[src/rtl/adc_ctrl_pkg.sv]
// adc_ctrl_pkg: register map, field layout and timing constants for the converter control block
// assumes a 32-bit apb slave with one register per aligned word
package adc_ctrl_pkg;
    localparam int unsigned ADDR_W = 8;
    localparam int unsigned RES_W = 8;
    localparam int unsigned CH_W = 2;
    localparam int unsigned NUM_CH = 4;
    localparam int unsigned TS_W = 3;

    // register byte addresses
    localparam logic [ADDR_W-1:0] OFS_DIDR = 8'h17 << 2;
    localparam logic [ADDR_W-1:0] OFS_MUX = 8'h00;
    localparam logic [ADDR_W-1:0] OFS_CTRL_A = 8'h04;
    localparam logic [ADDR_W-1:0] OFS_CTRL_B = 8'h08;
    localparam logic [ADDR_W-1:0] OFS_RESULT = 8'h0C;
    localparam logic [ADDR_W-1:0] OFS_POWER = 8'h10;

    // control a fields
    localparam int unsigned CA_EN = 7;
    localparam int unsigned CA_SC = 6;
    localparam int unsigned CA_ATE = 5;
    localparam int unsigned CA_IF = 4;
    localparam int unsigned CA_IE = 3;
    localparam int unsigned CA_PS_LO = 0;
    localparam int unsigned PS_W = 3;
    localparam int unsigned PWR_OFF_BIT = 0;

    localparam logic [7:0] DIDR_RESET = 8'h00;
    localparam logic [3:0] DIDR_MASK = 4'hF;

    localparam int unsigned CYC_NORMAL = 13;
    localparam int unsigned CYC_FIRST = 25;
    localparam int unsigned CNT_W = 5;

    typedef struct packed {
        logic [ADDR_W-1:0] paddr;
        logic psel;
        logic penable;
        logic pwrite;
        logic [31:0] pwdata;
    } apb_req_t;

    typedef struct packed {
        logic [31:0] prdata;
        logic pready;
        logic pslverr;
    } apb_rsp_t;

    typedef enum logic [2:0] {
        ST_IDLE = 3'b001,
        ST_WAIT = 3'b010,
        ST_CONV = 3'b100
    } conv_state_t;
endpackage

[src/rtl/adc_prescaler.sv]
// adc_prescaler: divides the system clock into a one-cycle converter clock enable
// assumes the divider is held cleared whenever i_clear is high
`timescale 1ns/1ps
module adc_prescaler import adc_ctrl_pkg::*; #(
    parameter int unsigned DIV_W = 7
) (
    input wire logic i_clock,
    input wire logic i_rst_b,
    input wire logic i_clear,
    input wire logic [PS_W-1:0] i_select,
    output logic o_tick
);
    logic [DIV_W-1:0] count_q;
    logic [DIV_W-1:0] limit;

    // ratio is 2 to the power of the select field, minimum 2
    always_comb begin
        limit = DIV_W'((1 << ((i_select == '0) ? 1 : i_select)) - 1);
    end

    always_ff @(posedge i_clock) begin
        if (!i_rst_b || i_clear) begin
            count_q <= '0;
            o_tick <= 1'b0;
        end else if (count_q >= limit) begin
            count_q <= '0;
            o_tick <= 1'b1;
        end else begin
            count_q <= count_q + DIV_W'(1);
            o_tick <= 1'b0;
        end
    end
endmodule // adc_prescaler

[src/rtl/adc_conversion_control.sv]
// adc_conversion_control: sequencing, triggering and register file of an 8-bit sar converter
// assumes apb master, synchronous analog comparator input and synchronous trigger events
`timescale 1ns/1ps
module adc_conversion_control import adc_ctrl_pkg::*; #(
    parameter int unsigned NUM_TRIG = 8,
    parameter int unsigned FREE_RUN_SRC = 0
) (
    input wire logic i_clock,
    input wire logic i_rst_b,
    input wire apb_req_t i_apb,
    output apb_rsp_t o_apb,
    input wire logic [NUM_TRIG-1:0] i_trig_events,
    input wire logic i_global_irq_en,
    input wire logic i_cmp_above,
    input wire logic [NUM_CH-1:0] i_pin_in,
    output logic [NUM_CH-1:0] o_pin_read,
    output logic [NUM_CH-1:0] o_buf_disable,
    output logic [CH_W-1:0] o_channel,
    output logic o_analog_on,
    output logic o_sample,
    output logic [RES_W-1:0] o_dac,
    output logic o_irq
);
    logic [7:0] didr_q;
    logic [CH_W-1:0] mux_q;
    logic [CH_W-1:0] chan_q;
    logic en_q;
    logic sc_q;
    logic ate_q;
    logic if_q;
    logic ie_q;
    logic [PS_W-1:0] ps_q;
    logic [TS_W-1:0] ts_q;
    logic pwr_off_q;
    logic [RES_W-1:0] result_q;
    logic [RES_W-1:0] sar_q;
    logic [CNT_W-1:0] cyc_q;
    logic first_q;
    logic trig_prev_q;
    logic single_q;
    conv_state_t state_q;
    logic tick;
    logic wr;
    logic rd;
    logic sel_trig;
    logic trig_edge;
    logic sc_write;
    logic if_write_one;
    logic done;
    logic busy;
    logic [CNT_W-1:0] total;
    logic [RES_W-1:0] trial;
    logic wr_didr;
    logic wr_mux;
    logic wr_ctrl_a;
    logic wr_ctrl_b;
    logic wr_power;
    logic free_run;
    logic decide_win;
    logic sample_win;
    logic [CNT_W-1:0] decide_start;
    logic [31:0] rdata_d;
    logic [NUM_CH-1:0] buf_off_d;

    assign wr = i_apb.psel && i_apb.penable && i_apb.pwrite;
    assign rd = i_apb.psel && !i_apb.penable && !i_apb.pwrite;
    assign busy = (state_q != ST_IDLE);

    // one write strobe per writable register word; the result word has none
    assign wr_didr = wr && (i_apb.paddr == OFS_DIDR);
    assign wr_mux = wr && (i_apb.paddr == OFS_MUX);
    assign wr_ctrl_a = wr && (i_apb.paddr == OFS_CTRL_A);
    assign wr_ctrl_b = wr && (i_apb.paddr == OFS_CTRL_B);
    assign wr_power = wr && (i_apb.paddr == OFS_POWER);
    // completion flag selected as trigger keeps the converter running
    assign free_run = ate_q && (32'(ts_q) == FREE_RUN_SRC);

    // trigger mux over event vector, completion flag as free-running source
    always_comb begin
        sel_trig = 1'b0;
        if (32'(ts_q) < NUM_TRIG) begin
            sel_trig = i_trig_events[ts_q];
        end
        if (32'(ts_q) == FREE_RUN_SRC) begin
            sel_trig = if_q;
        end
    end

    // edge only counts when idle; edges during conversion are dropped
    assign trig_edge = en_q && ate_q && sel_trig && !trig_prev_q && !busy;
    assign sc_write = wr_ctrl_a && i_apb.pwdata[CA_SC]
        && i_apb.pwdata[CA_EN] && !pwr_off_q;
    assign if_write_one = wr_ctrl_a && i_apb.pwdata[CA_IF];
    assign total = CNT_W'(first_q ? CYC_FIRST : CYC_NORMAL);
    assign done = (state_q == ST_CONV) && tick && (cyc_q == total - CNT_W'(1));
    // the last RES_W converter clocks before completion decide one bit each
    assign decide_start = total - CNT_W'(RES_W + 1);
    assign decide_win = (cyc_q >= decide_start) && (cyc_q < total - CNT_W'(1));
    assign sample_win = (cyc_q < decide_start);
    assign trial = sar_q | (RES_W'(1) << (RES_W - 1 - int'(cyc_q - decide_start)));

    adc_prescaler #(
        .DIV_W(7)
    ) u_prescaler (
        .i_clock(i_clock),
        .i_rst_b(i_rst_b),
        .i_clear(!en_q || trig_edge),
        .i_select(ps_q),
        .o_tick(tick)
    );

    always_ff @(posedge i_clock) begin
        if (!i_rst_b) begin
            trig_prev_q <= 1'b0;
        end else begin
            // level held through completion gives no new edge
            trig_prev_q <= sel_trig;
        end
    end

    // digital input disable: only the four pin bits are stored
    always_ff @(posedge i_clock) begin
        if (!i_rst_b) begin
            didr_q <= DIDR_RESET;
        end else if (wr_didr) begin
            didr_q <= {4'h0, i_apb.pwdata[3:0] & DIDR_MASK};
        end
    end

    // channel request; the channel latch below applies it to the converter
    always_ff @(posedge i_clock) begin
        if (!i_rst_b) begin
            mux_q <= '0;
        end else if (wr_mux) begin
            mux_q <= i_apb.pwdata[CH_W-1:0];
        end
    end

    // control a; enable cannot be set while the power-off bit is one
    always_ff @(posedge i_clock) begin
        if (!i_rst_b) begin
            en_q <= 1'b0;
            ate_q <= 1'b0;
            ie_q <= 1'b0;
            ps_q <= '0;
        end else if (wr_ctrl_a) begin
            en_q <= i_apb.pwdata[CA_EN] && !pwr_off_q;
            ate_q <= i_apb.pwdata[CA_ATE];
            ie_q <= i_apb.pwdata[CA_IE];
            ps_q <= i_apb.pwdata[CA_PS_LO +: PS_W];
        end
    end

    // control b: trigger source select
    always_ff @(posedge i_clock) begin
        if (!i_rst_b) begin
            ts_q <= '0;
        end else if (wr_ctrl_b) begin
            ts_q <= i_apb.pwdata[TS_W-1:0];
        end
    end

    // power-off bit comes out of reset set, so the converter starts unpowered
    always_ff @(posedge i_clock) begin
        if (!i_rst_b) begin
            pwr_off_q <= 1'b1;
        end else if (wr_power) begin
            pwr_off_q <= i_apb.pwdata[PWR_OFF_BIT];
        end
    end

    // conversion sequencer
    always_ff @(posedge i_clock) begin
        if (!i_rst_b) begin
            state_q <= ST_IDLE;
            cyc_q <= '0;
            sar_q <= '0;
            first_q <= 1'b1;
            single_q <= 1'b0;
        end else if (!en_q) begin
            // enable and start written together: the start is kept, not lost
            state_q <= sc_write ? ST_WAIT : ST_IDLE;
            single_q <= sc_write;
            first_q <= 1'b1;
        end else begin
            unique case (state_q)
                ST_IDLE: begin
                    if (trig_edge) begin
                        state_q <= ST_WAIT;
                        single_q <= 1'b0;
                    end else if (sc_write) begin
                        state_q <= ST_WAIT;
                        single_q <= 1'b1;
                    end
                end
                ST_WAIT: begin
                    if (tick) begin
                        state_q <= ST_CONV;
                        cyc_q <= '0;
                        sar_q <= '0;
                    end
                end
                ST_CONV: begin
                    if (tick) begin
                        cyc_q <= cyc_q + CNT_W'(1);
                        if (decide_win) begin
                            // keep trial bit when input is above the dac level
                            sar_q <= i_cmp_above ? trial : sar_q;
                        end
                        if (done) begin
                            first_q <= 1'b0;
                            // free-running: flag source restarts at once
                            state_q <= free_run ? ST_WAIT : ST_IDLE;
                        end
                    end
                end
            endcase
        end
    end

    // result word, loaded only at completion
    always_ff @(posedge i_clock) begin
        if (!i_rst_b) begin
            result_q <= '0;
        end else if (done) begin
            result_q <= sar_q;
        end
    end

    // start bit doubles as busy; free-running keeps it high across completion
    always_ff @(posedge i_clock) begin
        if (!i_rst_b) begin
            sc_q <= 1'b0;
        end else begin
            sc_q <= (busy && !done) || (state_q == ST_IDLE && (sc_write || trig_edge))
                || (done && free_run);
        end
    end

    // completion flag: set by completion, cleared by writing one; the set wins
    always_ff @(posedge i_clock) begin
        if (!i_rst_b) begin
            if_q <= 1'b0;
        end else if (done) begin
            if_q <= 1'b1;
        end else if (if_write_one) begin
            if_q <= 1'b0;
        end
    end

    // channel latched while enabled and not converting (idle or waiting), and on the completion tick
    always_ff @(posedge i_clock) begin
        if (!i_rst_b) begin
            chan_q <= '0;
        end else if (en_q && (state_q != ST_CONV || done)) begin
            chan_q <= mux_q;
        end
    end

    // read data for the word addressed in the setup cycle; unmapped words read zero
    always_comb begin
        unique case (i_apb.paddr)
            OFS_DIDR: rdata_d = {24'h0, didr_q};
            OFS_MUX: rdata_d = {30'h0, mux_q};
            OFS_CTRL_A: rdata_d = {24'h0, en_q, sc_q, ate_q, if_q, ie_q, ps_q};
            OFS_CTRL_B: rdata_d = {29'h0, ts_q};
            OFS_RESULT: rdata_d = {24'h0, result_q};
            OFS_POWER: rdata_d = {31'h0, pwr_off_q};
            default: rdata_d = '0;
        endcase
    end

    // ready answers the setup cycle, so every access phase lasts one clock
    always_ff @(posedge i_clock) begin
        if (!i_rst_b) begin
            o_apb <= '0;
        end else begin
            o_apb.pready <= i_apb.psel && !i_apb.penable;
            o_apb.pslverr <= 1'b0;
            if (rd) begin
                o_apb.prdata <= rdata_d;
            end
        end
    end

    // comparator pair shares bit 0, the other pins follow their own bit
    assign buf_off_d = {didr_q[3:2], didr_q[1] | didr_q[0], didr_q[0]};

    always_ff @(posedge i_clock) begin
        if (!i_rst_b) begin
            o_buf_disable <= '0;
            o_pin_read <= '0;
        end else begin
            o_buf_disable <= buf_off_d;
            // a disabled buffer reads zero, the comparator pair included
            o_pin_read <= i_pin_in & ~buf_off_d;
        end
    end

    // converter side: interrupt, channel, power, sample phase and dac trial code
    always_ff @(posedge i_clock) begin
        if (!i_rst_b) begin
            o_irq <= 1'b0;
            o_channel <= '0;
            o_analog_on <= 1'b0;
            o_sample <= 1'b0;
            o_dac <= '0;
        end else begin
            o_irq <= if_q && ie_q && i_global_irq_en;
            o_channel <= chan_q;
            o_analog_on <= en_q;
            // gated by enable so sampling never outlives a disable write
            o_sample <= en_q && (state_q == ST_CONV) && sample_win;
            o_dac <= (state_q == ST_CONV) ? trial : '0;
        end
    end
endmodule // adc_conversion_control

[config.mk]
export PLATFORM = sky130hd
export DESIGN_NAME = adc_conversion_control
export DESIGN_NICKNAME = d
export VERILOG_FILES = /design/src/rtl/adc_ctrl_pkg.sv /design/src/rtl/adc_prescaler.sv /design/src/rtl/adc_conversion_control.sv
export SDC_FILE = /design/constraint.sdc
export NUM_CORES = 1
export LEC_CHECK = 0
export BUFFER_PORTS_ARGS = -buffer_cell sky130_fd_sc_hd__clkbuf_2
export CORE_MARGIN = 3
export CORE_UTILIZATION = 40
export CTS_CLUSTER_DIAMETER = 50
export DETAILED_ROUTE_END_ITERATION = 7
export PLACE_DENSITY_LB_ADDON = 0.12
export RECOVER_POWER = 50
export SYNTH_ARGS = -nofsm -noshare
export SYNTH_HDL_FRONTEND = slang
export SYNTH_SLANG_ARGS = --single-unit
export TNS_END_PERCENT = 20
[constraint.sdc]
create_clock -name i_clock -period 7.2 [get_ports i_clock]
set_input_delay 1.44 -clock i_clock [delete_from_list [all_inputs] [get_ports i_clock]]
set_output_delay 1.44 -clock i_clock [all_outputs]
set_load 0.005 [all_outputs]
==> results of run 1 <==
flip-flops by register name, indices dropped and copies added, names as in the netlist, 2 cells and up:
signal / cells
state_q: 3
o_dac: 8
ps_q: 3
ts_q: 3
cyc_q: 5
chan_q: 2
didr_q: 4
o_pin_read: 4
o_apb: 9
mux_q: 2
sar_q: 8
o_buf_disable: 4
u_prescaler.count_q: 7
o_channel: 2
result_q: 8
cells in the mapped netlist, drive strengths merged, types with 2 or more instances:
master   number  area share
dfxtp        84        0.41
nor2         60       0.061
nand2        41       0.038
buf          32       0.057
mux2i        30       0.073
nand3        28       0.035
a21oi        20       0.024
ha           15       0.046
inv          15       0.014
a31oi        11       0.017
o21ai        11       0.013
clkbuf       10      0.0092
nor3         10       0.016
xnor2         7       0.015
nand2b        6      0.0092
and2          5      0.0076
nor3b         5      0.0092
a2bb2oi       4      0.0086
and3          4      0.0061
nand3b        4      0.0073
nand4         4      0.0061
nor2b         4      0.0061
a22oi         3      0.0055
mux2          3      0.0092
nor4          3      0.0083
nor4b         3      0.0080
o22ai         3      0.0080
or3b          3      0.0064
or4           3      0.0055
a211oi        2      0.0037
a21o          2      0.0037
and4          2      0.0043
conb          2      0.0018
o2111ai       2      0.0043
xor2          2      0.0043
final timing paths:
path | start | end | slack, ns | depth (start not counted)
worst max-delay path | i_rst_b | o_pin_read[1] | 3.85 | 3
worst min-delay path | chan_q[1] | o_channel[1] | 0.47 | 1
worst max register to register | cyc_q[2] | sar_q[7] | 4.31 | 9
worst min register to register | chan_q[1] | o_channel[1] | 0.47 | 1
critical path, cell delays in order:
cell and delay (ns):
clkbuf_1 0.71, inv_1 0.94, nor4b_1 0.49
layout make-up:
cell class | instances | share of cell area
Clock buffer | 10 | 0.03000
Sequential cell | 84 | 0.3665
Tap cell | 133 | 0.03627
Multi-Input combinational cell | 341 | 0.4742
Timing Repair Buffer | 63 | 0.06518
Clock inverter | 6 | 0.01554
Inverter | 15 | 0.01227
cell families (layout without fill, tap and decap cells):
family / after synthesis / count (layout) / synth area share
muxes: 34 / 34 / 0.08810
DFF: 84 / 84 / 0.4111
other: 2 / 27 / 0.001836
buffers and inverters: 57 / 94 / 0.07984
and+or+nand+nor: 191 / 191 / 0.2469
xor gates and xnor gates: 9 / 9 / 0.01927
AOI/OAI and AO/OA: 64 / 64 / 0.1022
adders and majority gates: 16 / 16 / 0.05078
power by group through the flow:
stage / combinational (mW) / clock, mW / sequential, mW
4_1_cts: 0.0395 / 0.367 / 0.466
6_report: 0.0393 / 0.353 / 0.466
3_3_place_gp: 0.0387 / 0 / 0.477
2_1_floorplan: 0.0305 / 0 / 0.477
5_1_grt: 0.0439 / 0.382 / 0.467
3_5_place_dp: 0.0393 / 0 / 0.477
per-layer routing:
metal	vias up	GRT usage	wire (um)
li1	1666	-	-
met1	1557	0.2206	4451
met2	102	0.2676	4352
met3	13	0.02408	565
met4	0	0.07123	153
met5	-	0	0
==> flow_metrics.env, run 1 <==
export IMPL_status="complete, no violations"
export IMPL_dp_slack_ns=4.056
export IMPL_areaGrowthSynthToFinish_pct=12.17
export IMPL_tightest_slew_ns=1.458
export IMPL_total_power_uw=859.0
export IMPL_finalMaxSlewViolations=0
export IMPL_tns_ns=0
export IMPL_cts_hold_buffers_added=0
export IMPL_io_pin_count=114
export IMPL_cts_made_buffers=9
export IMPL_grt_overflow=0
export IMPL_power_frac_clock=0.411
export IMPL_post_drt_wl_per_cell_um=14.61
export IMPL_post_dp_hpwl_mm=7.169
export IMPL_synth_cell_types=63
export IMPL_p_leak_nw=1.880
export IMPL_max_cap_violations=0
export IMPL_grt_max_degree=47
export IMPL_cts_tree="built"
export IMPL_ys_flop_type="dfxtp_1"
export IMPL_drt_iter0_drc=133
export IMPL_coreArea_um2=9864
export IMPL_setup_viol_count_final=0
export IMPL_firstDrtPassIters=4
export IMPL_via_per_inst=5.120
export IMPL_cp_max_fo=46
export IMPL_htree_levels=3
export IMPL_peakVddDrop_mv=0.07473
export IMPL_crit_arrival_ns=3.59
export IMPL_endpoint_kind="flip-flop"
export IMPL_syn_inst=457
export IMPL_multi_input_area_um2=2176
export IMPL_cts_max_path_buffers=2
export IMPL_clkSlewWorstSetupHoldPaths_ns=0.09
export IMPL_fmax_mhz=298.8
export IMPL_post_route_drc_count=0
export IMPL_skew_ns=0.006568
export IMPL_numPortBuffers=63
export IMPL_insertion_delay_ns=0.35
export IMPL_cts_root_buffer_cell="clkbuf_8"
export IMPL_power_switching_uw=206.2
export IMPL_std_cell_rows=36
export IMPL_grt_pass1_wl_mm=15.01
export IMPL_cts_resized=0
export IMPL_layout_min_cycle_time_ns=3.346
export IMPL_async_flop_share=0
export IMPL_crit_type="input port to flip-flop"
export IMPL_initial_core_util=0.4146
export IMPL_die_x_um=107.1
export IMPL_critPathLaunchType="input port"
export IMPL_diodes=0
export IMPL_drt_total_wl_mm=9.524
export IMPL_ant_nets=0
export IMPL_combPwrFrac=0.046
export IMPL_fin_ws_ns=3.854
export IMPL_synth_seq_cells=84
export IMPL_dp_cells=636
export IMPL_grt_pass1_vias=3086
export IMPL_final_common_cell="dfxtp_1"
export IMPL_power_share_sequential=0.543
export IMPL_final_cells=652
export IMPL_worstPathRequired_ns=7.45
export IMPL_synth_seq_area_share=0.4111
export IMPL_ff_latch_area_um2=1682
export IMPL_power_per_cell_area_nw_per_um2=187.2
export IMPL_cts_num_sinks=84
export IMPL_rsz0062_at_grt="no"
export IMPL_netlist_area_um2=4090
export IMPL_syn_avg_cell_area_um2=8.950
export IMPL_antenna_found_initial=0
export IMPL_timing_hold_ws_ns=0.4661
export IMPL_post_route_period_util=0.4648
export IMPL_finish_utilization=0.4651
export IMPL_yosysWarningCount=0
export IMPL_vias=3338
export IMPL_min_path_type="flip-flop to flip-flop"
export IMPL_fp_dieArea_um2=11470
export IMPL_intPower_uw=652.8
export IMPL_die_h_um=107.1
export IMPL_relSlewSlack=0.02711
export IMPL_postPlaceCellArea_um2=4395
export IMPL_switching_share=0.2401
export IMPL_hold_viol_final=0
export IMPL_final_cell_mix="84 x dfxtp_1, 53 x nor2_1, 50 x clkbuf_2"
export IMPL_grt_total_usage=0.1658
export IMPL_place_congestion=0.8536
export IMPL_drive_gt1_frac=0.1715
export IMPL_postCtsSetupRepairBufs=0
export IMPL_num_fill_cells=1019
export IMPL_fin_nets=589
export IMPL_post_route_cell_area_um2=4588
export IMPL_synth_edff_count=0
Note: power is estimated with default switching activity, not from simulation.
==> run 2, diff against run 1 <==
- clock period: 7.2 -> 2.8 ns (I/O delays scaled with it)
==> run 2 against run 1 <==
  * The flow now finishes with violations (capacitance limit)
  * Wire length up 0.66%
  * Via count down 2.3%
  * Sequential power rose to 2.6 times the previous value
  * Sequential share of layout area down 0.34 points
  * First-iteration DRC count up 26%
  * Clock power rose to 2.7 times the previous value
  * Total power rose to 2.6 times the previous value
  * Die area unchanged
  * Critical path type is now flip-flop to flip-flop
  * Critical endpoint is now sar_q[7]
==> flow_metrics.env, run 2 (synthesized netlist as in run 1, its figures left out) <==
export IMPL_clkSlewWorstSetupHoldPaths_ns=0.09
export IMPL_critPathLaunchType="flip-flop"
export IMPL_r2r_start="cyc_q[2]"
export IMPL_dp_slack_ns=0.2140
export IMPL_crit_family="adder cells"
export IMPL_post_dp_hpwl_mm=7.167
export IMPL_grt_pass1_wl_mm=14.92
export IMPL_die_h_um=107.1
export IMPL_power_per_cell_area_nw_per_um2=490.4
export IMPL_cts_hold_buffers_added=0
export IMPL_antenna_found_initial=0
export IMPL_cpMostUsedCell="ha_1"
export IMPL_numPortBuffers=63
export IMPL_areaGrowthSynthToFinish_pct=13.22
export IMPL_violations="capacitance limit"
export IMPL_status="finished with violations"
export IMPL_ant_nets=0
export IMPL_num_fill_cells=988
export IMPL_cts_tree="built"
export IMPL_crit_arrival_ns=2.97
export IMPL_drt_total_wl_mm=9.587
export IMPL_fin_ws_ns=0.1020
export IMPL_hold_viol_final=0
export IMPL_diodes=0
export IMPL_fin_nets=593
export IMPL_min_path_type="input port to flip-flop"
export IMPL_worstPathRequired_ns=3.07
export IMPL_finalMaxSlewViolations=0
export IMPL_crit_start="cyc_q[2]"
export IMPL_tns_ns=0
export IMPL_rsz0062_at_grt="no"
export IMPL_vias=3262
export IMPL_cts_resized=0
export IMPL_drive_gt1_frac=0.1759
export IMPL_crit_slowest_cell="nor3_1"
export IMPL_p_leak_nw=1.902
export IMPL_post_route_period_util=0.9636
export IMPL_grt_overflow=0
export IMPL_endpoint_kind="flip-flop"
export IMPL_top_register="o_apb"
export IMPL_fmax_mhz=370.6
export IMPL_crit_type="flip-flop to flip-flop"
export IMPL_skew_ns=0.005084
export IMPL_via_per_inst=4.973
export IMPL_largest_register_ff_count=9
export IMPL_cts_made_buffers=9
export IMPL_grt_pass1_vias=2958
export IMPL_grt_total_usage=0.1669
export IMPL_firstDrtPassIters=4
export IMPL_min_from="i_pin_in[2]"
export IMPL_cts_root_buffer_cell="clkbuf_8"
export IMPL_io_pin_count=114
export IMPL_cp_max_fo=4
export IMPL_coreArea_um2=9864
export IMPL_fp_dieArea_um2=11470
export IMPL_post_route_drc_count=0
export IMPL_crit_chain="inv_1 > ha_1 > ha_1 > fa_1 > ha_1 > nand2b_1 > nor3_1 > nand3_1 > a21oi_1"
export IMPL_initial_core_util=0.4146
export IMPL_cts_num_sinks=84
export IMPL_final_common_cell="dfxtp_1"
export IMPL_relSlewSlack=0.009758
export IMPL_std_cell_rows=36
export IMPL_postCtsSetupRepairBufs=0
export IMPL_layout_min_cycle_time_ns=2.698
export IMPL_post_drt_wl_per_cell_um=14.61
export IMPL_tightest_slew_ns=1.484
export IMPL_max_cap_violations=1
export IMPL_insertion_delay_ns=0.36
export IMPL_finish_utilization=0.4694
export IMPL_timing_hold_ws_ns=0.3926
export IMPL_slowest_delay_ns=0.47
export IMPL_htree_levels=3
export IMPL_setup_viol_count_final=0
export IMPL_path_buf_inv=1
export IMPL_die_x_um=107.1
export IMPL_cts_max_path_buffers=2
export IMPL_drt_iter0_drc=167
export IMPL_peakVddDrop_mv=0.2121
export IMPL_place_congestion=0.8207
export IMPL_final_cell_mix="84 x dfxtp_1, 53 x nor2_1, 50 x clkbuf_2"
export IMPL_grt_max_degree=47
run 2: stage by stage:
step	total power, mW	std cells	area (um^2)
2_1_floorplan	1.306	482	4184
3_3_place_gp	1.329	640	4425
3_5_place_dp	1.330	640	4425
4_1_cts	2.306	656	4647
5_1_grt	2.363	656	4631
6_report	2.271	656	4631
run 2: area by class of cell:
class,instances,area [um^2],share of cell area
well taps,133,166.4,0.03594
repair buffers,67,329.1,0.07106
flip-flops and latches,84,1682,0.3631
clock buffers,9,123.9,0.02675
inverters,15,56.30,0.01216
clock inverters,7,97.59,0.02108
multi-input cells,341,2176,0.4699
run 2: final timing paths:
check | endpoint | slack (ns) | cells past startpoint
setup / recovery | sar_q[7] | 0.10 | 9
hold / removal | o_pin_read[2] | 0.39 | 3
setup reg to reg | sar_q[7] | 0.10 | 9
hold reg to reg | o_channel[0] | 0.47 | 1
run 2: power breakdown:
| part | switching, mW | total (mW) | internal, mW |
|---|---|---|---|
| registers | 0.00127 | 1.20 | 1.20 |
| clock network | 0.463 | 0.969 | 0.507 |
| logic | 0.0668 | 0.103 | 0.0358 |
run 2: worst min-delay path, cell delays in order:
cell      delay, ns
clkbuf_2       0.08
nand2_1        0.05
nor2_1         0.03
run 2: layer usage:
layer / part of all wire / vias to the layer above / global-route usage / routed length [um]
met5: 0 / - / 0 / 0
met4: 0.011 / 0 / 0.06941 / 110
met3: 0.061 / 9 / 0.02709 / 586
met2: 0.45 / 91 / 0.2574 / 4341
met1: 0.47 / 1489 / 0.2311 / 4549
li1: - / 1673 / - / -
